[src/hw/mpm_pkg.sv]
package mpm_pkg;

  // ****************************************************************
  // Register map (byte addresses, one 32-bit word each)
  // ****************************************************************
  localparam logic [7:0] ADDR_CTRL = 8'h00;
  localparam logic [7:0] ADDR_IRQ_STAT = 8'h04;
  localparam logic [7:0] ADDR_IRQ_EN = 8'h08;
  localparam logic [7:0] ADDR_IRQ_CLR = 8'h0C;
  localparam logic [7:0] ADDR_MON_SEL = 8'h10;
  localparam logic [7:0] ADDR_STATE = 8'h14;

  // Control register fields
  localparam int CTRL_MON_EN_BIT = 0;
  localparam int CTRL_INV_BIT = 1;
  localparam int CTRL_EQU_LSB = 4;
  localparam int EQU_W = 3;
  localparam logic [2:0] EQU_RESET = 3'h5;

  // Monitor select register: one byte per monitored word
  localparam int SEL_FIELD_W = 8;

  // State register fields
  localparam int STATE_CNT_LSB = 0;
  localparam int STATE_BUSY_BIT = 8;
  localparam int STATE_WIDX_LSB = 12;

  // Interrupt event bits
  localparam int N_EVT = 5;
  localparam int EVT_REAL = 0;
  localparam int EVT_REACT = 1;
  localparam int EVT_AUX1 = 2;
  localparam int EVT_AUX2 = 3;
  localparam int EVT_OVF = 4;

  // ****************************************************************
  // Timing
  // ****************************************************************
  localparam longint CLK_HZ = 200_000_000;
  localparam int CLK_NS = 5;
  localparam int ENG_CYC_NS = 203;
  localparam int ENG_CYC = (ENG_CYC_NS + CLK_NS - 1) / CLK_NS;
  localparam int ENG_HALF = ENG_CYC / 2;
  localparam int MON_BITS = 35;
  localparam int MON_WORDS = 4;
  localparam longint SLOW_HZ = 32_768;
  localparam longint FRAME_SLOW_CYC = 13;
  localparam int FRAME_CYC_DEF = int'((FRAME_SLOW_CYC * CLK_HZ) / SLOW_HZ);
  localparam int SIGN_FIFO_BITS = 8;

  // ****************************************************************
  // Types
  // ****************************************************************
  typedef enum logic [2:0] {
    MS_IDLE, MS_ADDR, MS_WAIT, MS_LOAD, MS_SHIFT
  } mpm_mon_e;

  typedef struct packed {
    logic push;
    logic real_sign;
    logic react_sign;
  } mpm_sign_s;

  typedef struct packed {
    logic real_energy_pulse;
    logic reactive_energy_pulse;
    logic aux_first_pin;
    logic aux_second_pin;
  } mpm_pulse_s;

endpackage : mpm_pkg

[src/hw/mpm_top.sv]
// Chosen here: the register offsets and the APB register port.
module mpm_top
  import mpm_pkg::*;
#(
  parameter int FRAME_CYC = FRAME_CYC_DEF,
  parameter int RAM_AW = 8,
  parameter int RAM_DW = 32
) (
  input wire logic pclk,
  input wire logic presetn,
  input wire logic ce,
  input wire logic psel,
  input wire logic penable,
  input wire logic pwrite,
  input wire logic [7:0] paddr,
  input wire logic [31:0] pwdata,
  output logic [31:0] prdata,
  output logic pready,
  output logic pslverr,
  input wire logic pass_start,
  input wire mpm_sign_s sign_in,
  input wire logic [1:0] aux_in,
  output logic [RAM_AW-1:0] ram_addr,
  input wire logic [RAM_DW-1:0] ram_rdata,
  output logic test_mux_output_pin,
  output logic test_output_clock,
  output mpm_pulse_s pulse_pins,
  output logic [EQU_W-1:0] meter_equation_select,
  output logic irq
);

  // ****************************************************************
  // Derived sizes
  // ****************************************************************
  // Two sign bits per entry, so the 8-bit store holds four entries
  localparam int FIFO_DEPTH = SIGN_FIFO_BITS / 2;
  localparam int PW = $clog2(FIFO_DEPTH);
  localparam int CW = $clog2(FIFO_DEPTH + 1);
  localparam int SUB_CYC = FRAME_CYC / FIFO_DEPTH;
  localparam int SUB_HALF = SUB_CYC / 2;
  localparam int SW = $clog2(SUB_CYC + 1);
  localparam int EW = $clog2(ENG_CYC + 1);
  localparam int BW = $clog2(MON_BITS + 1);

  typedef struct packed {
    logic mon_en;
    logic inv;
    logic [EQU_W-1:0] equ;
    logic [N_EVT-1:0] ist;
    logic [N_EVT-1:0] ien;
    logic [MON_WORDS-1:0][RAM_AW-1:0] sel;
    mpm_mon_e ms;
    logic [1:0] widx;
    logic [BW-1:0] bitc;
    logic [EW-1:0] ecnt;
    logic [RAM_DW-1:0] sh;
    logic tclk;
    logic tdo;
    logic [RAM_AW-1:0] raddr;
    logic [FIFO_DEPTH-1:0][1:0] fmem;
    logic [PW-1:0] wp;
    logic [PW-1:0] rp;
    logic [CW-1:0] cnt;
    logic [SW-1:0] scnt;
    logic wpl;
    logic vpl;
    logic [1:0] aux;
    mpm_pulse_s pins;
    logic [31:0] rdata;
  } mpm_state_s;

  mpm_state_s s_q;
  mpm_state_s s_d;

  function automatic logic [PW-1:0] mpm_inc(input logic [PW-1:0] p);
    mpm_inc = (p == PW'(FIFO_DEPTH - 1)) ? '0 : p + PW'(1);
  endfunction : mpm_inc

  // Logical level to pin level; the pin idles high unless inverted
  function automatic logic mpm_pin(input logic lvl, input logic inv);
    mpm_pin = inv ? lvl : ~lvl;
  endfunction : mpm_pin

  logic acc;
  logic setup;
  logic wr;
  logic mapped;
  logic pop;
  logic push;
  logic [N_EVT-1:0] evt;
  logic [N_EVT-1:0] clr;

  assign acc = psel & penable;
  assign setup = psel & ~penable;
  assign wr = acc & pwrite & ce;
  assign mapped = (paddr == ADDR_CTRL) || (paddr == ADDR_IRQ_STAT) ||
                  (paddr == ADDR_IRQ_EN) || (paddr == ADDR_IRQ_CLR) ||
                  (paddr == ADDR_MON_SEL) || (paddr == ADDR_STATE);
  // Zero-wait slave; a frozen block holds the master off
  assign pready = ce;
  assign pslverr = acc & ~mapped;
  assign prdata = s_q.rdata;

  always_comb begin
    s_d = s_q;
    evt = '0;
    clr = '0;
    push = 1'b0;
    pop = 1'b0;

    // ****************************************************************
    // Register access
    // ****************************************************************
    if (wr) begin
      unique case (paddr)
        ADDR_CTRL: begin
          s_d.mon_en = pwdata[CTRL_MON_EN_BIT];
          s_d.inv = pwdata[CTRL_INV_BIT];
          s_d.equ = pwdata[CTRL_EQU_LSB +: EQU_W];
        end
        ADDR_IRQ_EN: s_d.ien = pwdata[N_EVT-1:0];
        ADDR_IRQ_CLR: clr = pwdata[N_EVT-1:0];
        ADDR_MON_SEL: begin
          for (int i = 0; i < MON_WORDS; i++) begin
            s_d.sel[i] = RAM_AW'(pwdata[i*SEL_FIELD_W +: SEL_FIELD_W]);
          end
        end
        default: ;
      endcase
    end
    if (setup) begin
      s_d.rdata = '0;
      unique case (paddr)
        ADDR_CTRL: begin
          s_d.rdata[CTRL_MON_EN_BIT] = s_q.mon_en;
          s_d.rdata[CTRL_INV_BIT] = s_q.inv;
          s_d.rdata[CTRL_EQU_LSB +: EQU_W] = s_q.equ;
        end
        ADDR_IRQ_STAT: s_d.rdata[N_EVT-1:0] = s_q.ist;
        ADDR_IRQ_EN: s_d.rdata[N_EVT-1:0] = s_q.ien;
        ADDR_MON_SEL: begin
          for (int i = 0; i < MON_WORDS; i++) begin
            s_d.rdata[i*SEL_FIELD_W +: SEL_FIELD_W] =
              SEL_FIELD_W'(s_q.sel[i]);
          end
        end
        ADDR_STATE: begin
          s_d.rdata[STATE_CNT_LSB +: CW] = s_q.cnt;
          s_d.rdata[STATE_BUSY_BIT] = (s_q.ms != MS_IDLE);
          s_d.rdata[STATE_WIDX_LSB +: 2] = s_q.widx;
        end
        default: ;
      endcase
    end

    // ****************************************************************
    // Word monitor
    // ****************************************************************
    unique case (s_q.ms)
      MS_IDLE: begin
        s_d.tdo = 1'b0;
        s_d.tclk = 1'b0;
        if (pass_start && s_q.mon_en) begin
          s_d.widx = '0;
          s_d.ms = MS_ADDR;
        end
      end
      MS_ADDR: begin
        s_d.raddr = s_q.sel[s_q.widx];
        s_d.ms = MS_WAIT;
      end
      // Synchronous RAM: data is valid one cycle after the address
      MS_WAIT: s_d.ms = MS_LOAD;
      MS_LOAD: begin
        s_d.sh = ram_rdata;
        s_d.tdo = 1'b1;
        s_d.tclk = 1'b1;
        s_d.bitc = '0;
        s_d.ecnt = '0;
        s_d.ms = MS_SHIFT;
      end
      MS_SHIFT: begin
        s_d.ecnt = s_q.ecnt + EW'(1);
        s_d.tclk = (s_d.ecnt < EW'(ENG_HALF));
        if (s_q.ecnt == EW'(ENG_CYC - 1)) begin
          s_d.ecnt = '0;
          s_d.tclk = 1'b1;
          if (s_q.bitc == BW'(MON_BITS - 1)) begin
            s_d.tdo = 1'b0;
            s_d.tclk = 1'b0;
            s_d.widx = s_q.widx + 2'(1);
            s_d.ms = (s_q.widx == 2'(MON_WORDS - 1)) ? MS_IDLE : MS_ADDR;
          end else begin
            s_d.bitc = s_q.bitc + BW'(1);
            // Data follows the flag MSB first; the tail bits are zero
            s_d.tdo = (s_q.bitc < BW'(RAM_DW)) ? s_q.sh[RAM_DW-1] : 1'b0;
            s_d.sh = {s_q.sh[RAM_DW-2:0], 1'b0};
          end
        end
      end
    endcase
    // Dropping the enable aborts the word in flight at once
    if (!s_q.mon_en) begin
      s_d.ms = MS_IDLE;
      s_d.tdo = 1'b0;
      s_d.tclk = 1'b0;
    end

    // ****************************************************************
    // Sign-bit FIFO and real/reactive pulses
    // ****************************************************************
    s_d.scnt = (s_q.scnt == SW'(SUB_CYC - 1)) ? '0 : s_q.scnt + SW'(1);
    if (s_q.scnt == '0 && s_q.cnt != '0) begin
      pop = 1'b1;
      s_d.wpl = s_q.fmem[s_q.rp][1];
      s_d.vpl = s_q.fmem[s_q.rp][0];
      s_d.rp = mpm_inc(s_q.rp);
    end else if (s_q.scnt == SW'(SUB_HALF)) begin
      s_d.wpl = 1'b0;
      s_d.vpl = 1'b0;
    end
    if (sign_in.push) begin
      if (s_q.cnt == CW'(FIFO_DEPTH) && !pop) begin
        // Full: the newest pair is dropped and flagged
        evt[EVT_OVF] = 1'b1;
      end else begin
        push = 1'b1;
        s_d.fmem[s_q.wp] = {sign_in.real_sign, sign_in.react_sign};
        s_d.wp = mpm_inc(s_q.wp);
      end
    end
    s_d.cnt = s_q.cnt + CW'(push) - CW'(pop);

    // ****************************************************************
    // Aux pulses, pins and interrupts
    // ****************************************************************
    if (pass_start) begin
      s_d.aux = aux_in;
    end
    s_d.pins.real_energy_pulse = mpm_pin(s_d.wpl, s_d.inv);
    s_d.pins.reactive_energy_pulse = mpm_pin(s_d.vpl, s_d.inv);
    s_d.pins.aux_first_pin = mpm_pin(s_d.aux[0], s_d.inv);
    s_d.pins.aux_second_pin = mpm_pin(s_d.aux[1], s_d.inv);
    evt[EVT_REAL] = s_d.wpl & ~s_q.wpl;
    evt[EVT_REACT] = s_d.vpl & ~s_q.vpl;
    evt[EVT_AUX1] = s_d.aux[0] ^ s_q.aux[0];
    evt[EVT_AUX2] = s_d.aux[1] ^ s_q.aux[1];
    // An event in the clearing cycle survives the clear
    s_d.ist = (s_q.ist & ~clr) | evt;
  end

  always_ff @(posedge pclk or negedge presetn) begin
    if (!presetn) begin
      s_q <= '0;
      s_q.equ <= EQU_RESET;
      s_q.ms <= MS_IDLE;
      s_q.pins <= '1;
    end else if (ce) begin
      s_q <= s_d;
    end
  end

  assign ram_addr = s_q.raddr;
  assign test_mux_output_pin = s_q.tdo;
  assign test_output_clock = s_q.tclk;
  assign pulse_pins = s_q.pins;
  assign meter_equation_select = s_q.equ;
  assign irq = |(s_q.ist & s_q.ien);
endmodule : mpm_top

[config.mk]
export PLATFORM = sky130hd
export DESIGN_NAME = mpm_top
export DESIGN_NICKNAME = d
export VERILOG_FILES = /design/src/hw/mpm_pkg.sv /design/src/hw/mpm_top.sv
export SDC_FILE = /design/constraint.sdc
export NUM_CORES = 1
export LEC_CHECK = 0
export BUFFER_PORTS_ARGS = -buffer_cell sky130_fd_sc_hd__buf_2
export CAP_MARGIN = 40
export CORE_ASPECT_RATIO = 0.6
export CORE_MARGIN = 2
export CORE_UTILIZATION = 40
export CTS_CLUSTER_SIZE = 30
export DETAILED_ROUTE_END_ITERATION = 16
export GPL_TIMING_DRIVEN = 0
export MAX_ROUTING_LAYER = met4
export PLACE_DENSITY = 0.63
export SLEW_MARGIN = 10
export SYNTH_ARGS = -nofsm -noshare
export SYNTH_HDL_FRONTEND = slang
export SYNTH_SLANG_ARGS = --single-unit
[constraint.sdc]
create_clock -name pclk -period 2.8 [get_ports pclk]
set_input_delay 0.28 -clock pclk [delete_from_list [all_inputs] [get_ports pclk]]
set_output_delay 0.28 -clock pclk [all_outputs]
set_load 0.005 [all_outputs]
Yosys cells after proc, flatten, opt, wreduce, memory -nomap -nowiden
Index checks and enable logic that the tools add are counted.
{ "word_totals": {"ff_bits": 176, "input_bits": 84, "out_inout_bits": 52, "elab_cells": 176} }
{ "op_classes": {"n_lt_le_gt_ge": 6, "n_addsub": 8, "mux": 51, "bitwise": 22, "n_reduce_logical": 31, "n_eq_ne": 25} }
{ "ops": {"columns": ["cell", "n"], "rows": [
  ["$pmux 44 s2", 1],
  ["$mux 51", 1],
  ["$mux 32", 1],
  ["$mux 5", 4],
  ["$mux 18", 1],
  ["$bmux 8 s2", 1],
  ["$eq 8x4->1 const B", 2],
  ["$eq 8x5->1 const B", 2],
  ["$mux 2", 8],
  ["$add 15x1->15 const B", 1],
  ["$eq 15x14->1 const B", 1],
  ["$eq 15x15->1 const B", 1],
  ["$logic_not 15->1", 1],
  ["$mux 15", 1],
  ["$pmux 3 s5", 1],
  ["$reduce_and 3->1", 5],
  ["$mux 1", 14],
  ["$add 6x1->6 const B", 2],
  ["$eq 6x6->1 const B", 2],
  ["$pmux 2 s2", 3],
  ["$and 5x5->5", 2],
  ["$pmux 2 s5", 1],
  ["$reduce_and 2->1", 5],
  ["$lt 2x3->1 const B", 3],
  ["other kinds (40)", 79]
]} }

Longest topological paths before layout
{ "logic_depth": {"word_depth": 9, "ltp_mapped": 14, "mapped_depth_nobuf": 14} }

Worst setup path before layout
No wires, ideal clock.
{ "synth_path": {"kind": "reg-to-reg", "from": "register s_q[40] (netlist name)", "to": "register s_q[57] (netlist name)", "required_time_ps": 2677, "stages_incl_launch_ff": 14, "path_slack_ps": 166, "arrival_ps": 2511, "period_less_slack_ps": 2634, "setup_ps": 123, "path_buffers": 0, "cell_sequence": "dfrtp_1 -> inv_1 -> ha_1 -> nor3b_1 -> nand2_1 -> nor4_1 -> ha_1 -> inv_1 -> ha_1 -> inv_1 -> fa_1 -> xor2_1 -> nand2_1 -> xnor2_1"} }
{ "synth_via": {"elab_chain_len": 9} }
{ "synth_lines": {"columns": ["element", "line", "source"], "rows": [
  ["from (decl)", "mpm_top.sv:72", "mpm_state_s s_q;"],
  ["$logic_not 15->1 *", "mpm_top.sv:213", "if (s_q.scnt == '0 && s_q.cnt != '0) begin"],
  ["$logic_and 1x1->1 *", "mpm_top.sv:213", null],
  ["$mux 1 *", "mpm_top.sv:213", null],
  ["$logic_not 1->1", "mpm_top.sv:223", "if (s_q.cnt == CW'(FIFO_DEPTH) && !pop) begin"],
  ["$logic_and 1x1->1", "mpm_top.sv:223", null],
  ["$mux 1", "mpm_top.sv:223", null],
  ["$mux 1", "mpm_top.sv:222", "if (sign_in.push) begin"],
  ["$add 3x1->3", "mpm_top.sv:232", "s_d.cnt = s_q.cnt + CW'(push) - CW'(pop);"],
  ["$sub 3x1->3 *", "mpm_top.sv:232", null]
]} }
Every way passes the cells marked *; elsewhere a longest branch is shown, timed or not.
A chain may end at the register's enable or synchronous reset.

Worst setup path after layout
{ "layout_path": {"from": "register s_q[54] (netlist name)", "to": "register s_q[57] (netlist name)"} }
The elaborated chain is that of the path after synthesis.

==> out/results.ini <==
[worst_setup_path]
cp-endpoint = s_q[57]
rrSetupSlack_ps = 150
critPathLaunchType = flip-flop
worst-setup-path-type = flip-flop to flip-flop
crit_path_max_fanout = 3
required_ps = 3120
critPathCaptureType = flip-flop
cp_data_arrival_time_ps = 2970
r2r_end = s_q[57]
r2r_cells = 11
crit_start = s_q[54]
worstReg2RegStart = s_q[54]

[timing]
finClkSkew_ps = 7.77
rsz0062_at_grt = false
hold_viol = 0
slew_viol_final = 0
min_period_over_period_pct = 94.6
setup_slack_ps = 151
setup_viol = 0
worst_slew_pin_slew_ps = 858
min_period_ps = 2650
maxSlewHeadroom_pct = 42.4
fmax_mhz = 377
finalSetupTns_ps = 0

[placed_design]
dpl-instance-area_um2 = 9950
portBuffers = 132
dp_hpwl_um = 16700
routabilityCongestion = 0.851
place_ws_ps = -141

[cts]
htreeDepth = 4
cts_tree = done
cts_buffers = 17
cts_sinks = 176
clk_pin_slew_worst_paths_ps = 70
cts_root_buffer = clkbuf_16
cts_buffer_depth = 2
clock_latency_ps = 430

[pwr]
p_leak_nw = 5.25
combPwrFrac_pct = 15.1
ir_drop_v = 0.000467
netSwitchingFraction_pct = 26.9
power_density_nw_per_um2 = 610
p_int_w = 0.00477
p_switching_w = 0.00175
clockPowerShare_pct = 38.2
seqPwrFrac_pct = 46.7

[logic_synthesis]
yosys-top-cells-area = dfrtp_1 (48%), mux2_2 (8.6%), nand2_1 (4.4%)
yosys.area_share.simple_pct = 13.9
synth_warnings = 0
synth_fa_ha_area_share_pct = 2.34
syn_inst = 832
async_flop_share_pct = 100
yosys_register_bits = 176
seq_area_frac_synth_pct = 49.7
synth_top_family_by_area = simple AND/OR/NAND/NOR gates
synthDistinctLibCells = 71
syn_area_um2 = 8880
synth_top_area_share_pct = 47.9
synth_xor_xnor_area_share_pct = 1.68
synth.avg_cell_area_um2 = 10.7
synth-edff-count = 0
synth-main-ff-cell = dfrtp_1
synth_compound_area_share_pct = 12.8
yosysTopAreaCell = dfrtp_1
synth_mux_area_share_pct = 12.4
syn-num-nets = 932

[cells_and_area]
final_common_cell = dfrtp_1
layout-drive-gt1-share_pct = 33.4
area.growth.synth_to_final_pct = 20.4
final_area_um2 = 10700
finish.utilization_pct = 48.8
final_cell_mix = dfrtp_1 (170), buf_2 (136), nand2_1 (101), mux2_2 (68), o21ai_0 (67)
final_nets = 1094

[detailed_routing]
drc = 0
drt_wl_total_um = 22700
routedWlPerCell_um = 17.5
vias = 6778
drtIter0Drc = 386
drt_pass1_iterations = 5
vias_per_cell = 5.23
ant_nets = 0

[min_path]
hold_class = primary input to flip-flop

[grt]
grt_antenna_before_repair = 2
grt_max_degree = 99
grt_pass1_wl_um = 35800
grt_usage_pct = 20.6
grt_overflow = 0
grt_pass1_vias = 6380

[die]
die_width_um = 196
die-area_um2 = 23400
die_height_um = 119
num_rows = 42
io_pins = 136
initial_core_util_pct = 40.5
core_area_um2 = 21900

[flow_run]
drv_cap = 0

[run_status]
status = finished, final reports clean

==> area by class of cell <==
cell class | count | area [µm²]
repair buffers | 143 | 778
clock buffers | 22 | 474
clock inverters | 10 | 134
diodes | 2 | 5.00
plain buffers | 94 | 566
well taps | 286 | 358
fillers | 2027 | 11200
flip-flops and latches | 176 | 4410
multi-input cells | 542 | 3890
inverters | 20 | 75.1
==> routing by layer <==
layer	vias to the layer above	track usage, %	share of wire [%]	routed length [µm]
li1	3261	-	-	-
met1	3366	31.7	54	12200
met2	133	26.8	41	9200
met3	18	4.70	4.5	1020
met4	0	5.07	1.2	263
met5	-	-	0	0
==> power groups by stage <==
stage | Clock (W) | Sequential [W] | Combinational [W]
final | 0.00249 | 0.00305 | 0.000987
after global routing | 0.00265 | 0.00308 | 0.00112
after CTS | 0.00254 | 0.00304 | 0.000935
after detailed placement | 0 | 0.00308 | 0.000922
after global placement | 0 | 0.00308 | 0.000899
after floorplan | 0 | 0.00300 | 0.000639
==> Yosys cell counts, types with 2 or more instances <==
library cell,count
o211ai_1,3
or3_1,3
nand4_1,4
nand2_1,103
nor2b_1,4
o31ai_1,15
o22ai_1,2
nor3_1,12
and3_1,36
inv_1,19
buf_1,2
nand3b_1,3
a22oi_1,3
or4_4,2
ha_1,15
mux4_2,9
mux2_2,68
buf_6,2
xor2_1,6
o211a_1,2
nor2_1,23
xnor2_1,11
o311ai_0,2
buf_4,51
dfrtp_1,170
clkbuf_1,34
nor4_1,7
o21ai_0,67
nand3_1,17
a21o_1,2
a21oi_1,44
or2_2,3
buf_2,5
nand2b_1,2
mux2i_1,12
a31oi_1,2
or4_1,4
a22o_1,22
nor3b_1,4
dfstp_2,6
==> cell families (layout without fill, tap and decap cells) <==
family	Yosys count	count (layout)
mux	90	90
other cells	0	2
flops	176	176
simple gates	238	238
compound gates	181	181
buf+inv	114	289
fa+ha+maj	16	16
xor+xnor	17	17
==> metrics by stage <==
| stage | hold slack (ps) | instances | power (W) |
|---|---|---|---|
| final | 72.5 | 1295 | 0.00652 |
| after CTS | 58.5 | 1285 | 0.00651 |
| after global routing | 61.8 | 1295 | 0.00685 |
| after global placement | 455 | 1250 | 0.00397 |
| after detailed placement | 308 | 1252 | 0.00400 |
| after floorplan | -15.6 | 832 | 0.00364 |
==> worst max-delay path: stages (launching register included) <==
cell and delay [ps]:
dfrtp_1 400, or4_4 560, buf_4 170, nor4_4 230, ha_1 260, inv_1 60, ha_1 130, inv_1 50
fa_2 330, xor2_1 130, nand2_1 80, xnor2_1 150
==> timing repair <==
item                                    4_1_cts  5_1_grt
pin swaps                                     0        6
buffers inserted                              0        8
hold buffers                                  1        0
resized for setup                             2       10
endpoints found under the setup margin        1        1
hold endpoints to repair                     77        0
==> registers in the layout, summed over array words and instances (netlist names) <==
| signal | cells |
|---|---|
| s_q | 127 |
| test_output_clock | 1 |
| prdata | 32 |
| test_mux_output_pin | 1 |
| pulse_pins | 4 |
| ram_addr | 8 |
| meter_equation_select | 3 |
==> how the worst min path moves through the flow <==
| stage | from | endpoint | slack, ps | cells past startpoint |
|---|---|---|---|---|
| floorplan | presetn | meter_equation_select[1] | -20 | 0 |
| global placement | s_q[87] | s_q[87] | 450 | 2 |
| detailed placement | presetn | s_q[87] | 310 | 1 |
| CTS | pwdata[15] | s_q[144] | 60 | 2 |
| global route | pwdata[10] | s_q[139] | 60 | 2 |
| finish | pwdata[10] | s_q[139] | 70 | 2 |
Power figures use the tool's default switching activity.
